$ cat src/common/slpt_pkg.sv
/*
  Constants, field layout and carrier types for the serial link physical
  layer timing registers. Assumes one configuration access port that
  selects a link by its function number and a dword by its offset.
*/
package slpt_pkg;

  // ----------------------------------------------------------------
  // Register offsets, function numbers and link count
  // ----------------------------------------------------------------
  localparam logic [7:0] OFS_PLL_STATUS = 8'h50;
  localparam logic [7:0] OFS_PLL_NEXT   = 8'h54;
  localparam logic [7:0] OFS_RETRAIN    = 8'ha4;
  localparam logic [7:0] OFS_STANDBY    = 8'ha8;
  localparam logic [7:0] OFS_EP_SELECT  = 8'he0;
  localparam logic [7:0] OFS_EQ_CTRL    = 8'hf4;
  localparam logic [2:0] FUNC_LINK0     = 3'h1;
  localparam logic [2:0] FUNC_LINK1     = 3'h5;
  localparam int         NUM_LINKS      = 2;

  // ----------------------------------------------------------------
  // Field positions
  // ----------------------------------------------------------------
  localparam int POS_DUR_STEP  = 22;
  localparam int POS_PKT_CNT   = 14;
  localparam int POS_EXPONENT  = 10;
  localparam int POS_BASE      = 0;
  localparam int POS_REM_MIN   = 26;
  localparam int POS_REM_WAKE  = 16;
  localparam int POS_LOC_MIN   = 10;
  localparam int POS_LOC_WAKE  = 0;
  localparam int POS_EP_SEL    = 16;
  localparam int POS_MISC      = 8;
  localparam int POS_EQ_COEF   = 3;
  localparam int POS_EQ_EN     = 2;
  localparam int POS_MAX_RATIO = 24;
  localparam int POS_MIN_RATIO = 16;
  localparam int POS_MASK      = 8;
  localparam int POS_CUR_RATIO = 0;
  localparam int POS_NEXT      = 0;

  // ----------------------------------------------------------------
  // Reset values and codes
  // ----------------------------------------------------------------
  localparam logic [7:0]  EP_SEL_EQ      = 8'h06;
  localparam logic [7:0]  EP_SEL_RST     = 8'h00;
  localparam logic [4:0]  EQ_COEF_RST    = 5'h0c;
  localparam logic        EQ_EN_RST      = 1'b1;
  localparam logic [23:0] MISC_RST       = 24'h000000;
  localparam logic [6:0]  NEXT_RATIO_RST = 7'h0c;

  // ----------------------------------------------------------------
  // Timing in unit intervals, and the ratio unit in MHz
  // ----------------------------------------------------------------
  localparam int         BASE_UI_LOG2   = 10;
  localparam int         FINE_STEP_LOG2 = 4;
  localparam int         COARSE_STEP_LOG2 = 6;
  localparam int         WAKE_STEP_LOG2 = 4;
  localparam logic [6:0] STBY_UI_00     = 7'd32;
  localparam logic [6:0] STBY_UI_01     = 7'd48;
  localparam logic [6:0] STBY_UI_10     = 7'd64;
  localparam logic [6:0] STBY_UI_11     = 7'd96;
  localparam int         RATIO_UNIT_MHZ = 133;

  // ----------------------------------------------------------------
  // Carriers
  // ----------------------------------------------------------------
  typedef struct packed {
    logic        durStepFine;
    logic [7:0]  retrainPacketCount;
    logic [3:0]  retrainIntervalExponent;
    logic [7:0]  retrainBaseInterval;
    logic [1:0]  remoteMinStandbyCode;
    logic [5:0]  remoteWakeTime;
    logic [1:0]  localMinStandbyCode;
    logic [5:0]  localWakeTime;
    logic [7:0]  elecParamSelectField;
    logic [23:0] miscParamControl;
    logic [4:0]  eqCoef;
    logic        eqEnable;
    logic [6:0]  nextRatio;
  } slpt_link_regs_t;

  typedef struct packed {
    logic       rd;
    logic       wr;
    logic [2:0] func;
    logic [7:0] offset;
    logic [31:0] wrData;
  } slpt_cfg_req_t;

  function automatic logic [6:0] slpt_min_standby_ui(input logic [1:0] code);
    case (code)
      2'b00:   slpt_min_standby_ui = STBY_UI_00;
      2'b01:   slpt_min_standby_ui = STBY_UI_01;
      2'b10:   slpt_min_standby_ui = STBY_UI_10;
      default: slpt_min_standby_ui = STBY_UI_11;
    endcase
  endfunction

endpackage

$ cat src/core/slpt_sync.sv
/*
  Three-stage synchroniser for the forwarded link clock with a
  unit-interval tick on each settled edge. Assumes the link clock is
  well below half the system clock rate.
*/
`timescale 1ns/1ps
module slpt_sync (
  // Clock and reset
  input  wire logic sys_clk,
  input  wire logic arst_n,
  // Link clock pin
  input  wire logic linkClk,
  // Unit interval tick
  output logic      uiTick
);
  import slpt_pkg::*;

  typedef struct packed {
    logic s1;
    logic s2;
    logic s3;
    logic level;
    logic tick;
  } slpt_sync_st_t;

  slpt_sync_st_t stateQ;
  slpt_sync_st_t stateD;

  // ----------------------------------------------------------------
  // Next state
  // ----------------------------------------------------------------
  always_comb begin
    stateD = stateQ;
    stateD.s1 = linkClk;
    stateD.s2 = stateQ.s1;
    stateD.s3 = stateQ.s2;
    // Change accepted only once two late stages agree
    if (stateQ.s2 == stateQ.s3) begin
      stateD.level = stateQ.s3;
    end
    // Both edges count: one unit interval each
    stateD.tick = (stateD.level != stateQ.level);
  end

  always_ff @(posedge sys_clk or negedge arst_n) begin
    if (!arst_n) begin
      stateQ <= '0;
    end else begin
      stateQ <= stateD;
    end
  end

  assign uiTick = stateQ.tick;

endmodule // slpt_sync

$ cat src/core/slpt_standby_timer.sv
/*
  Local transmitter standby residency timer for one link. Assumes a
  unit-interval tick from the link clock synchroniser.
*/
`timescale 1ns/1ps
module slpt_standby_timer (
  // Clock and reset
  input  wire logic       sys_clk,
  input  wire logic       arst_n,
  // Timing
  input  wire logic       uiTick,
  input  wire logic [1:0] minCode,
  input  wire logic [5:0] wakeTime,
  // Control
  input  wire logic       standbyReq,
  output logic            standbyActive
);
  import slpt_pkg::*;

  typedef struct packed {
    logic       active;
    logic [6:0] dwell;
  } slpt_stby_st_t;

  slpt_stby_st_t stateQ;
  slpt_stby_st_t stateD;

  always_comb begin
    stateD = stateQ;
    if (!stateQ.active) begin
      // Zero wake field: standby not supported
      if (standbyReq && (wakeTime != 6'h00)) begin
        stateD.active = 1'b1;
        stateD.dwell  = 7'h00;
      end
    end else begin
      if (uiTick && (stateQ.dwell != 7'h7f)) begin
        stateD.dwell = stateQ.dwell + 7'h01;
      end
      // Leave only after the coded minimum residency
      if (!standbyReq && (stateQ.dwell >= slpt_min_standby_ui(minCode))) begin
        stateD.active = 1'b0;
      end
    end
  end

  always_ff @(posedge sys_clk or negedge arst_n) begin
    if (!arst_n) begin
      stateQ <= '0;
    end else begin
      stateQ <= stateD;
    end
  end

  assign standbyActive = stateQ.active;

endmodule // slpt_standby_timer

$ cat src/core/slpt_regs.sv
/*
  Physical layer timing and ratio registers for two serial links, with
  the periodic retraining timer of each link. Assumes a single-cycle
  configuration access port on sys_clk and one forwarded clock per link.

  // Overview of operation
  // - Granularity bit set: retrain duration steps of 16 UI; clear: 64 UI.
  // - Effective retrain_base_interval is base times two to the exponent.
  // - Retrain_base_interval counter counts every single UI exactly.
  // - Base interval zero disables periodic retraining.
  // - One base interval count equals 1024 UI before the multiplier.
  // - Remote minimum standby code maps to 32, 48, 64 or 96 UI.
  // - Remote wake time is field plus one times 16 UI.
  // - Local transmitter stays in standby at least the coded minimum time.
  // - Local wake time for remote transmitter is field plus one times 16 UI.
  // - Local wake field zero means standby is not supported.
  // - Equalization controls act only while parameter select equals 6.
  // - Five-bit equalization coefficient resets to 12.
  // - Enable bit, reset one, applies or bypasses custom equalization.
  // - Read-only max and min forwarded clock ratios, units of 133 MHz.
  // - At reset, mask applied to next ratio forms the current ratio.
  // - Next ratio write through either link updates both links and mirror.
  // - Next ratio reads return the accessed link's own copy.
  // - Seven-bit next ratio field resets to 12.
  // - Twenty-four-bit misc parameter control field, reset zero.
  // - Speed indicator one means operational speed, zero slow speed.
*/
`timescale 1ns/1ps
module slpt_regs #(
  parameter logic [6:0] MAX_RATIO  = 7'h18,
  parameter logic [6:0] MIN_RATIO  = 7'h06,
  parameter logic [6:0] RATIO_MASK = 7'h00
) (
  // Clock and reset
  input  wire logic                   sys_clk,
  input  wire logic                   arst_n,
  // Configuration access
  input  wire slpt_pkg::slpt_cfg_req_t cfgReq,
  output logic [31:0]                 cfgRdData,
  output logic                        cfgRdValid,
  // Link side
  input  wire logic [1:0]             linkClk,
  input  wire logic [1:0]             initSpeedOp,
  input  wire logic [1:0]             standbyReq,
  input  wire logic                   ratioAdopt,
  output logic [1:0]                  retrainReq,
  output logic [1:0]                  retrainActive,
  output logic [1:0]                  standbyActive,
  output logic [1:0][10:0]            remoteWakeUi,
  output logic [1:0][6:0]             remoteMinStandbyUi,
  output logic [1:0][10:0]            localWakeUi,
  // Transmitter and clocking
  output logic [1:0]                  txEqApply,
  output logic [1:0][4:0]             txEqCoef,
  output logic [6:0]                  currentFwdClockRatio,
  output logic [6:0]                  mirrorNextRatio
);
  import slpt_pkg::*;

  typedef struct packed {
    slpt_link_regs_t [1:0] regs;
    logic [1:0][33:0]      intervalCnt;
    logic [1:0][13:0]      durationCnt;
    logic [1:0]            retrainReq;
    logic [1:0]            retrainActive;
    logic [1:0][10:0]      remoteWakeUi;
    logic [1:0][6:0]       remoteMinUi;
    logic [1:0][10:0]      localWakeUi;
    logic [1:0]            eqApply;
    logic [1:0][4:0]       eqCoef;
    logic [6:0]            curRatio;
    logic                  ratioLoaded;
    logic [6:0]            mirrorRatio;
    logic [31:0]           rdData;
    logic                  rdValid;
  } slpt_top_st_t;

  localparam slpt_link_regs_t LINK_RST = '{
    durStepFine:             1'b0,
    retrainPacketCount:      8'h00,
    retrainIntervalExponent: 4'h0,
    retrainBaseInterval:     8'h00,
    remoteMinStandbyCode:    2'h0,
    remoteWakeTime:          6'h00,
    localMinStandbyCode:     2'h0,
    localWakeTime:           6'h00,
    elecParamSelectField:    EP_SEL_RST,
    miscParamControl:        MISC_RST,
    eqCoef:                  EQ_COEF_RST,
    eqEnable:                EQ_EN_RST,
    nextRatio:               NEXT_RATIO_RST
  };

  slpt_top_st_t stateQ;
  slpt_top_st_t stateD;
  logic [1:0]   uiTick;
  logic [1:0]   stbyActive;

  // ----------------------------------------------------------------
  // Per-link clock sampling and standby timing
  // ----------------------------------------------------------------
  for (genvar g = 0; g < NUM_LINKS; g++) begin : gLink
    slpt_sync uSync (
      .sys_clk (sys_clk),
      .arst_n  (arst_n),
      .linkClk (linkClk[g]),
      .uiTick  (uiTick[g])
    );
    slpt_standby_timer uStandby (
      .sys_clk       (sys_clk),
      .arst_n        (arst_n),
      .uiTick        (uiTick[g]),
      .minCode       (stateQ.regs[g].localMinStandbyCode),
      .wakeTime      (stateQ.regs[g].localWakeTime),
      .standbyReq    (standbyReq[g]),
      .standbyActive (stbyActive[g])
    );
  end

  // ----------------------------------------------------------------
  // Next state
  // ----------------------------------------------------------------
  always_comb begin
    logic        hit;
    logic        sel;
    logic [33:0] target;
    logic [13:0] duration;
    logic        retrainOn;
    slpt_link_regs_t r;
    hit       = 1'b0;
    sel       = 1'b0;
    target    = '0;
    duration  = '0;
    retrainOn = 1'b0;
    r         = LINK_RST;
    stateD    = stateQ;

    // Link copy chosen by function number
    if (cfgReq.func == FUNC_LINK0) begin
      hit = 1'b1;
      sel = 1'b0;
    end else if (cfgReq.func == FUNC_LINK1) begin
      hit = 1'b1;
      sel = 1'b1;
    end

    // Writes: whole dword, undocumented bits dropped
    if (cfgReq.wr && hit) begin
      case (cfgReq.offset)
        OFS_RETRAIN: begin
          stateD.regs[sel].durStepFine             = cfgReq.wrData[POS_DUR_STEP];
          stateD.regs[sel].retrainPacketCount      = cfgReq.wrData[POS_PKT_CNT +: 8];
          stateD.regs[sel].retrainIntervalExponent = cfgReq.wrData[POS_EXPONENT +: 4];
          stateD.regs[sel].retrainBaseInterval     = cfgReq.wrData[POS_BASE +: 8];
        end
        OFS_STANDBY: begin
          stateD.regs[sel].remoteMinStandbyCode = cfgReq.wrData[POS_REM_MIN +: 2];
          stateD.regs[sel].remoteWakeTime       = cfgReq.wrData[POS_REM_WAKE +: 6];
          stateD.regs[sel].localMinStandbyCode  = cfgReq.wrData[POS_LOC_MIN +: 2];
          stateD.regs[sel].localWakeTime        = cfgReq.wrData[POS_LOC_WAKE +: 6];
        end
        OFS_EP_SELECT: begin
          stateD.regs[sel].elecParamSelectField = cfgReq.wrData[POS_EP_SEL +: 8];
        end
        OFS_EQ_CTRL: begin
          stateD.regs[sel].miscParamControl = cfgReq.wrData[POS_MISC +: 24];
          stateD.regs[sel].eqCoef           = cfgReq.wrData[POS_EQ_COEF +: 5];
          stateD.regs[sel].eqEnable         = cfgReq.wrData[POS_EQ_EN];
        end
        OFS_PLL_NEXT: begin
          // One write reaches both copies and the mirror port
          stateD.regs[0].nextRatio = cfgReq.wrData[POS_NEXT +: 7];
          stateD.regs[1].nextRatio = cfgReq.wrData[POS_NEXT +: 7];
          stateD.mirrorRatio       = cfgReq.wrData[POS_NEXT +: 7];
        end
        default: begin
        end
      endcase
    end

    // Reads: one cycle later, zero for unmapped or foreign functions
    stateD.rdValid = cfgReq.rd;
    stateD.rdData  = 32'h00000000;
    if (cfgReq.rd && hit) begin
      r = stateQ.regs[sel];
      case (cfgReq.offset)
        OFS_RETRAIN: begin
          stateD.rdData[POS_DUR_STEP]      = r.durStepFine;
          stateD.rdData[POS_PKT_CNT +: 8]  = r.retrainPacketCount;
          stateD.rdData[POS_EXPONENT +: 4] = r.retrainIntervalExponent;
          stateD.rdData[POS_BASE +: 8]     = r.retrainBaseInterval;
        end
        OFS_STANDBY: begin
          stateD.rdData[POS_REM_MIN +: 2]  = r.remoteMinStandbyCode;
          stateD.rdData[POS_REM_WAKE +: 6] = r.remoteWakeTime;
          stateD.rdData[POS_LOC_MIN +: 2]  = r.localMinStandbyCode;
          stateD.rdData[POS_LOC_WAKE +: 6] = r.localWakeTime;
        end
        OFS_EP_SELECT: begin
          stateD.rdData[POS_EP_SEL +: 8] = r.elecParamSelectField;
        end
        OFS_EQ_CTRL: begin
          stateD.rdData[POS_MISC +: 24]   = r.miscParamControl;
          stateD.rdData[POS_EQ_COEF +: 5] = r.eqCoef;
          stateD.rdData[POS_EQ_EN]        = r.eqEnable;
        end
        OFS_PLL_STATUS: begin
          stateD.rdData[POS_MAX_RATIO +: 7] = MAX_RATIO;
          stateD.rdData[POS_MIN_RATIO +: 7] = MIN_RATIO;
          stateD.rdData[POS_MASK +: 7]      = RATIO_MASK;
          stateD.rdData[POS_CUR_RATIO +: 7] = stateQ.curRatio;
        end
        OFS_PLL_NEXT: begin
          stateD.rdData[POS_NEXT +: 7] = r.nextRatio;
        end
        default: begin
        end
      endcase
    end

    // Current ratio: masked next ratio, caught after reset release and again on each ratioAdopt
    if (!stateQ.ratioLoaded || ratioAdopt) begin
      stateD.curRatio    = stateQ.regs[0].nextRatio & ~RATIO_MASK;
      stateD.ratioLoaded = 1'b1;
    end

    // Periodic retraining, each link on its own timer, both timers stepped in the same loop every cycle
    for (int i = 0; i < NUM_LINKS; i++) begin
      // Base interval in 1024 UI units scaled by the exponent
      target = 34'(stateQ.regs[i].retrainBaseInterval)
               << (BASE_UI_LOG2 + int'(stateQ.regs[i].retrainIntervalExponent));
      duration = stateQ.regs[i].durStepFine
                 ? (14'(stateQ.regs[i].retrainPacketCount) << FINE_STEP_LOG2)
                 : (14'(stateQ.regs[i].retrainPacketCount) << COARSE_STEP_LOG2);
      // Slow speed or zero base stops the timer; firmware keeps base zero then
      retrainOn = (stateQ.regs[i].retrainBaseInterval != 8'h00)
                  && initSpeedOp[i]
                  && !stbyActive[i];
      stateD.retrainReq[i] = 1'b0;
      if (!retrainOn) begin
        stateD.intervalCnt[i]   = '0;
        stateD.durationCnt[i]   = '0;
        stateD.retrainActive[i] = 1'b0;
      end else if (stateQ.retrainActive[i]) begin
        if (uiTick[i]) begin
          if (stateQ.durationCnt[i] <= 14'h0001) begin
            stateD.retrainActive[i] = 1'b0;
            stateD.durationCnt[i]   = '0;
          end else begin
            stateD.durationCnt[i] = stateQ.durationCnt[i] - 14'h0001;
          end
        end
      end else if (uiTick[i]) begin
        // Counted per UI, never in coarse steps
        if ((stateQ.intervalCnt[i] + 34'h1) >= target) begin
          stateD.intervalCnt[i]   = '0;
          stateD.retrainReq[i]    = 1'b1;
          stateD.retrainActive[i] = (duration != 14'h0000);
          stateD.durationCnt[i]   = duration;
        end else begin
          stateD.intervalCnt[i] = stateQ.intervalCnt[i] + 34'h1;
        end
      end

      // Decoded timing values for the link layer
      stateD.remoteWakeUi[i] = (11'(stateQ.regs[i].remoteWakeTime) + 11'h001)
                               << WAKE_STEP_LOG2;
      stateD.localWakeUi[i]  = (11'(stateQ.regs[i].localWakeTime) + 11'h001)
                               << WAKE_STEP_LOG2;
      stateD.remoteMinUi[i]  = slpt_min_standby_ui(stateQ.regs[i].remoteMinStandbyCode);

      // Equalization only honoured under the matching select code
      stateD.eqApply[i] = (stateQ.regs[i].elecParamSelectField == EP_SEL_EQ)
                          && stateQ.regs[i].eqEnable;
      stateD.eqCoef[i]  = stateQ.regs[i].eqCoef;
    end
  end

  // ----------------------------------------------------------------
  // State register
  // ----------------------------------------------------------------
  always_ff @(posedge sys_clk or negedge arst_n) begin
    if (!arst_n) begin
      stateQ             <= '0;
      stateQ.regs[0]     <= LINK_RST;
      stateQ.regs[1]     <= LINK_RST;
      stateQ.mirrorRatio <= NEXT_RATIO_RST;
      stateQ.remoteWakeUi <= {2{11'h010}};
      stateQ.localWakeUi  <= {2{11'h010}};
      stateQ.remoteMinUi  <= {2{STBY_UI_00}};
      stateQ.eqCoef       <= {2{EQ_COEF_RST}};
    end else begin
      stateQ <= stateD;
    end
  end

  // ----------------------------------------------------------------
  // Outputs
  // ----------------------------------------------------------------
  assign cfgRdData            = stateQ.rdData;
  assign cfgRdValid           = stateQ.rdValid;
  assign retrainReq           = stateQ.retrainReq;
  assign retrainActive        = stateQ.retrainActive;
  assign standbyActive        = stbyActive;
  assign remoteWakeUi         = stateQ.remoteWakeUi;
  assign remoteMinStandbyUi   = stateQ.remoteMinUi;
  assign localWakeUi          = stateQ.localWakeUi;
  assign txEqApply            = stateQ.eqApply;
  assign txEqCoef             = stateQ.eqCoef;
  assign currentFwdClockRatio = stateQ.curRatio;
  assign mirrorNextRatio      = stateQ.mirrorRatio;

endmodule // slpt_regs

$ cat config.mk
export PLATFORM = sky130hd
export DESIGN_NAME = slpt_regs
export DESIGN_NICKNAME = d
export VERILOG_FILES = /design/src/common/slpt_pkg.sv /design/src/core/slpt_sync.sv /design/src/core/slpt_standby_timer.sv /design/src/core/slpt_regs.sv
export SDC_FILE = /design/constraint.sdc
export NUM_CORES = 1
export LEC_CHECK = 0
export CORE_ASPECT_RATIO = 1.75
export CORE_MARGIN = 2
export CORE_UTILIZATION = 45
export CTS_BUF_LIST = sky130_fd_sc_hd__clkbuf_4
export DETAILED_ROUTE_END_ITERATION = 8
export DONT_BUFFER_PORTS = 1
export PLACE_DENSITY = 0.61
export SLEW_MARGIN = 20
export SYNTH_ARGS = -nofsm -noshare
export SYNTH_HDL_FRONTEND = slang
export SYNTH_SLANG_ARGS = --single-unit
$ cat constraint.sdc
create_clock -name sys_clk -period 4.1 [get_ports sys_clk]
set_input_delay 0.82 -clock sys_clk [delete_from_list [all_inputs] [get_ports sys_clk]]
set_output_delay 0.82 -clock sys_clk [all_outputs]
set_load 0.02 [all_outputs]
==> out/qor.csv, run 1 <==
metric;value;unit
critical_path_required;4.87;ns
worstRegToRegCells;17;
vias;16700;
power.density;325;mW/mm2
critPathBufInv;5;
grt_usage;23.8;%
post-route-period-util;96.5;%
drt-total-wl;59.2;mm
fill_cells;4420;
syn_inst;2178;
crit_type;reg2reg;
sw_frac_of_total;25.7;%
path_cells;buf_4 -> inv_1 -> o21ai_0 -> o21ai_1 -> buf_4 -> nor2_1 -> nor2_1 -> nand2_1 -> ha_1 -> a21oi_1 -> o21ai_0 -> o31a_1 -> buf_4 -> or3_1 -> buf_12 -> or3_1 -> o21ai_0;
holdWs;-0.338;ns
io_buffers;0;
pin_count;177;
die_x;170;um
synthArstFlopShare;100;%
rsz0062_at_grt;yes;
avgRoutedWirePerCell;20.7;um
relSlewSlack;19.5;%
synth_enable_flop_cells;0;
grt_pass1_wl;93.2;mm
crit_path_end_kind;flip-flop;
cts_sinks;384;
startpoint_type;flip-flop;
gr-total-overflow;0;
die-area;0.0500;mm2
drtIter0Drc;987;
yosys_register_bits;384;
ys_seq_area_share;44.5;%
p_sw;1970;uW
pwr-share-clk;43.3;%
die_y;294;um
cts_buffers;91;
yosysWarnings;0;
areaGrowthSynthToFinish;9.10;%
grt_max_degree;385;
crit_path_max_fanout;25;
dpl_cell_area;0.0220;mm2
drv_slew;0;
pre_cts_slack;-0.0446;ns
fin_crit;3.96;ns
layout-drive-gt1-share;23.9;%
seqPwrFrac;52.2;%
slowest_delay;0.42;ns
syn_avg_cell_area;9.94;um2
cp_data_arrival_time;4.72;ns
gp_congestion;0.935;
stdcell_area;0.0236;mm2
drc;0;
pwr-share-comb;4.6;%
cts_hold_buf;3;
drtPass1Iterations;6;
cts_buffer_depth;3;
fmax;0.253;GHz
clkLatencyLatePin;0.86;ns
max_cap_violations;0;
skew;0.0686;ns
nNetsFinal;2335;
regArea;0.00965;mm2
cp.depth;17;
first_global_vias;17200;
h-tree-depth;3;
yosys_most_used_dff;dfrtp_1;
report.power.total;7680;uW
start_util;45.5;%
p_leak;0.0111;uW
cts_tree;built;
viasPerCell;5.82;
violations;hold timing;
hold_viol_final;372;
cts_root_buf;clkbuf_4;
setup_viol;0;
core-area;0.0476;mm2
antenna_left;0;
multi_input_area;0.0109;mm2
finalSetupTns;0;ns
crit_family;compound AO/OA/AOI/OAI gates;
worst_pin_slew;1.21;ns
rows;106;
synth_area;0.0217;mm2
internal_power;5710;uW
clk_pin_slew;0.09;ns
antenna_found_initial;3;
hold_class;in2async;
worst_slack;0.143;ns
synth_cell_types;87;
slowest_stage;dfrtp_1;
dpl.hpwl;42.7;mm
ir_drop;0.000276;V
status;finished with violations;
-- Yosys cell counts (all sizes together) (6+ instances only) --
cell	number	share of area, %
o211ai	6	0.23
nor2	128	2.2
clkbuf	65	1.1
nor3	44	1.1
or4	6	0.23
mux2	172	8.9
dfstp	22	2.7
mux2i	37	1.7
and4	11	0.44
a21oi	117	2.7
xor2	31	1.3
a31oi	19	0.55
nor3b	7	0.24
o21a	7	0.24
inv	35	0.61
a221oi	18	0.76
a221o	14	0.65
or2	11	0.32
buf	158	5.2
nor4	23	0.76
dfrtp	362	42
and2	12	0.35
a22oi	24	0.83
o22ai	12	0.35
o31ai	13	0.47
a211oi	7	0.27
xnor2	54	2.2
nand2b	19	0.55
nand2	277	4.8
a21o	17	0.59
nand4	22	0.64
o21ai	99	2.3
nor2b	14	0.40
or3	12	0.39
a22o	22	0.89
ha	92	5.3
and3	54	1.6
nand3	71	1.7
-- area by class of cell --
| type | count | share of cell area [%] |
|---|---|---|
| multi-input combinational | 1558 | 46.0 |
| sequential | 384 | 40.8 |
| clock buffer | 138 | 4.39 |
| timing repair buffer | 118 | 4.19 |
| tap | 594 | 3.15 |
| clock inverter | 30 | 0.826 |
| inverter | 36 | 0.588 |
| antenna | 4 | 0.0424 |
-- timing repair --
item / CTS / global route
cloned: 0 / 1
resized for setup: 3 / 54
endpoints found under the setup margin: 18 / 97
buffers inserted: 0 / 6
pin swaps: 0 / 7
endpoints found under the hold margin: 387 / 380
-- worst reg2reg max path, delay by kind of cell, from the launching register on --
family	cells	cell delay (ns)
AOI/OAI and AO/OA	6	1.18
buffers and inverters	5	0.88
DFF	1	0.42
and+or+nand+nor	5	1.08
adders and majority gates	1	0.33
-- cells in the final DEF, fill, tap and decap left out, drive strengths merged, types with 23 or more instances in the layout --
cell type	n
nand3	71
nand2	277
clkbuf	139
xnor2	54
clkinv	26
a21oi	117
mux2	172
and3	54
nor4	23
buf	114
xor2	31
nor3	44
a22oi	24
nor2	128
o21ai	99
mux2i	37
inv	36
ha	92
dfrtp	362
conb	25
-- logic make-up after synthesis --
kind of cell / after synthesis / synth area share [%]
simple gates: 725 / 16.2
compound gates: 420 / 12.8
flops: 384 / 44.5
buf+inv: 259 / 6.95
mux: 209 / 10.7
fa+ha+maj: 94 / 5.41
xor+xnor: 85 / 3.44
other cells: 2 / 0.0347
-- through the flow --
stage	utilization, %	std cells
after global routing	49.6	2862
after floorplan	-	2201
after CTS	49.0	2851
final	49.6	2862
after detailed placement	46.3	2680
after global placement	46.3	2680
-- metal layers --
metal | vias to the layer above | global-route usage [%] | part of all wire, %
met4 | 0 | 11.8 | 4.6
met3 | 141 | 4.67 | 5.1
li1 | 7747 | - | -
met5 | - | 0 | 0
met2 | 452 | 43.8 | 53
met1 | 8316 | 25.7 | 37
-- path summary, 6_finish.rpt --
check	endpoint	slack [ns]
worst max-delay path	stateQ[204]$_DFFE_PN0P_	0.14
worst min-delay path	mirrorNextRatio[4]$_DFFE_PN0P_	-0.34
worst max register to register	stateQ[204]$_DFFE_PN0P_	0.14
worst min register to register	gLink[0].uSync.stateD[2]$_DFF_PN0_	0.35
max in group asynchronous	cfgRdData[14]$_DFF_PN0_	3.42
min in group sys_clk	mirrorNextRatio[3]$_DFFE_PN1P_	0.10
-- power groups by stage --
stage	Sequential, uW	Combinational, uW	Clock [uW]
after floorplan	4020	300	0
after global placement	4070	328	0
after detailed placement	4070	341	0
after CTS	4000	346	3420
after global routing	4020	393	3600
final	4010	350	3320
No activity file was read; power rests on OpenSTA's default activity.
==> run 2, diff against run 1 <==
--- a/config.mk
+++ b/config.mk
@@ -11,7 +11,8 @@
 export CTS_BUF_LIST = sky130_fd_sc_hd__clkbuf_4
 export DETAILED_ROUTE_END_ITERATION = 8
 export DONT_BUFFER_PORTS = 1
-export PLACE_DENSITY = 0.61
+export GPL_ROUTABILITY_DRIVEN = 0
+export PLACE_DENSITY = 0.59
 export SLEW_MARGIN = 20
 export SYNTH_ARGS = -nofsm -noshare
 export SYNTH_HDL_FRONTEND = slang
==> constraint.sdc (replaced) <==
create_clock -name sys_clk -period 4.08 [get_ports sys_clk]
set_input_delay 0.816 -clock sys_clk [delete_from_list [all_inputs] [get_ports sys_clk]]
set_output_delay 0.816 -clock sys_clk [all_outputs]
set_load 0.02 [all_outputs]
==> run 2 against run 1 <==
Effect of this change:
- the run still ends with hold timing left
- clock skew about the same
- die area did not move
- register-to-register slack is essentially flat
- core utilization about the same
- via count decreased by 0.20%
- fmax increased by 0.58%
- global-route usage down 0.29 points
- first-iteration DRC count is 8.4% lower
- clock-buffer cell count down 3
- critical path type unchanged
- critical endpoint is now stateQ[196]$_DFFE_PN0P_
- largest cell class unchanged
- largest power group unchanged
==> out/qor.csv, run 2 (same netlist as run 1, synthesis figures left out) <==
metric;value;unit;change
status;finished with violations;;unchanged
violations;hold timing;;unchanged
die_x;170;um;unchanged
gr-total-overflow;0;;unchanged
drt-total-wl;58.5;mm;was 59.2 mm
drtPass1Iterations;5;;was 6
startpoint_type;flip-flop;;unchanged
pin_count;177;;unchanged
crit_type;reg2reg;;unchanged
fill_cells;4397;;was 4420
cts_hold_buf;2;;was 3
dpl_cell_area;0.0220;mm2;about the same
io_buffers;0;;unchanged
worst_slack;0.146;ns;was 0.143 ns
cts_tree;built;;unchanged
nNetsFinal;2335;;unchanged
cts_buffers;93;;was 91
fin_crit;3.93;ns;was 3.96 ns
drtIter0Drc;904;;was 987
max_cap_violations;0;;unchanged
areaGrowthSynthToFinish;9.08;%;was 9.10%
hold_class;in2async;;unchanged
power.density;327;mW/mm2;was 325 mW/mm2
cts_buffer_depth;3;;unchanged
p_leak;0.0112;uW;was 0.0111 uW
first_global_vias;17000;;was 17200
clk_pin_slew;0.08;ns;was 0.09 ns
sw_frac_of_total;25.4;%;was 25.7%
ir_drop;0.000269;V;was 0.000276 V
skew;0.0686;ns;about the same
dpl.hpwl;42.2;mm;was 42.7 mm
post-route-period-util;96.4;%;was 96.5%
stdcell_area;0.0236;mm2;about the same
report.power.total;7730;uW;was 7680 uW
drv_slew;0;;unchanged
seqPwrFrac;52.0;%;was 52.2%
crit_path_end_kind;flip-flop;;unchanged
cts_sinks;384;;unchanged
relSlewSlack;32.1;%;was 19.5%
holdWs;-0.290;ns;was -0.338 ns
pwr-share-clk;43.5;%;was 43.3%
core-area;0.0476;mm2;unchanged
setup_viol;0;;unchanged
layout-drive-gt1-share;23.7;%;was 23.9%
slowest_delay;0.46;ns;was 0.42 ns
rows;106;;unchanged
viasPerCell;5.80;;was 5.82
final_common_cell;dfrtp_1;;unchanged
cts_root_buf;clkbuf_4;;unchanged
vias;16600;;was 16700
cp_data_arrival_time;4.65;ns;was 4.72 ns
grt_usage;23.5;%;was 23.8%
p_sw;1960;uW;was 1970 uW
internal_power;5770;uW;was 5710 uW
slowest_stage;dfrtp_2;;was dfrtp_1
crit_path_max_fanout;24;;was 25
pwr-share-comb;4.5;%;was 4.6%
hold_viol_final;376;;was 372
antenna_found_initial;3;;unchanged
die_y;294;um;unchanged
h-tree-depth;3;;unchanged
avgRoutedWirePerCell;20.4;um;was 20.7 um
antenna_left;0;;unchanged
grt_max_degree;385;;unchanged
die-area;0.0500;mm2;unchanged
grt_pass1_wl;91.7;mm;was 93.2 mm
clkLatencyLatePin;0.83;ns;was 0.86 ns
path_cells;buf_4 -> mux2i_1 -> mux2_2 -> o31ai_2 -> nand2_1 -> ha_1 -> a21o_1 -> a221o_1 -> a221oi_2 -> nand3_1 -> or3_4 -> buf_12 -> or3_1 -> o21ai_0;;was buf_4 -> inv_1 -> o21ai_0 -> o21ai_1 -> buf_4 -> nor2_1 -> nor2_1 -> nand2_1 -> ha_1 -> a21oi_1 -> o21ai_0 -> o31a_1 -> buf_4 -> or3_1 -> buf_12 -> or3_1 -> o21ai_0
critical_path_required;4.80;ns;was 4.87 ns
drc;0;;unchanged
fmax;0.254;GHz;was 0.253 GHz
pre_cts_slack;-0.0421;ns;was -0.0446 ns
finalSetupTns;0;ns;unchanged
worst_pin_slew;1.02;ns;was 1.21 ns
start_util;45.5;%;unchanged
final_cell_mix;dfrtp_1, nand2_1, mux2_2;;unchanged
## run 2: timing repair
item	CTS	global route
endpoints found under the hold margin	386	382
cloned	0	1
resized for setup	5	45
buffers inserted	0	7
setup endpoints to repair	26	93
pin swaps	0	7
## run 2: final timing paths
path,end,slack (ns),cells after the start
max,stateQ[196]$_DFFE_PN0P_,0.15,14
max reg2reg,stateQ[196]$_DFFE_PN0P_,0.15,14
min reg2reg,gLink[0].uSync.stateD[2]$_DFF_PN0_,0.37,0
min,stateQ[158]$_DFFE_PN0P_,-0.29,0
max in group asynchronous,cfgRdData[14]$_DFF_PN0_,3.73,0
min in group sys_clk,gLink[1].uSync.stateD[3]$_DFF_PN0_,0.07,0
## run 2: metal layers
| metal | up-vias | wire length, um | GRT usage (%) |
|---|---|---|---|
| met3 | 142 | 2910 | 5.06 |
| met1 | 8281 | 22000 | 25.3 |
| li1 | 7736 | - | - |
| met5 | - | 0 | 0 |
| met2 | 464 | 31100 | 43.5 |
| met4 | 0 | 2450 | 10.6 |
## run 2: power groups by stage
stage / Sequential (uW) / Combinational (uW) / Clock [uW]
final: 4020 / 348 / 3360
after global placement: 4090 / 327 / 0
after global routing: 4040 / 392 / 3670
after floorplan: 4040 / 302 / 0
after CTS: 4020 / 345 / 3460
after detailed placement: 4090 / 340 / 0
## run 2: cell type report
type	count	area, um2	share of cell area, %
flip-flops and latches	384	9640	40.8
clock buffers	135	1010	4.29
diodes	3	7.51	0.0318
well taps	594	743	3.15
repair buffers	116	956	4.05
inverters	36	135	0.572
multi-input cells	1558	10900	46.1
clock inverters	38	244	1.03
## run 2: stage by stage
step	std cells	util (%)
6_report	2864	49.6
2_1_floorplan	2201	-
5_1_grt	2864	49.6
3_3_place_gp	2678	46.3
3_5_place_dp	2678	46.3
4_1_cts	2853	49.0
## run 2: critical path: cells and delay by family (launching register included)
kind / cells / cell delay [ns]
AO/OA/AOI/OAI: 5 / 1.25
AND/OR/NAND/NOR: 4 / 0.96
multiplexers: 2 / 0.49
flip-flops: 1 / 0.46
buffers and inverters: 2 / 0.35
adder cells (fa/ha/maj): 1 / 0.32
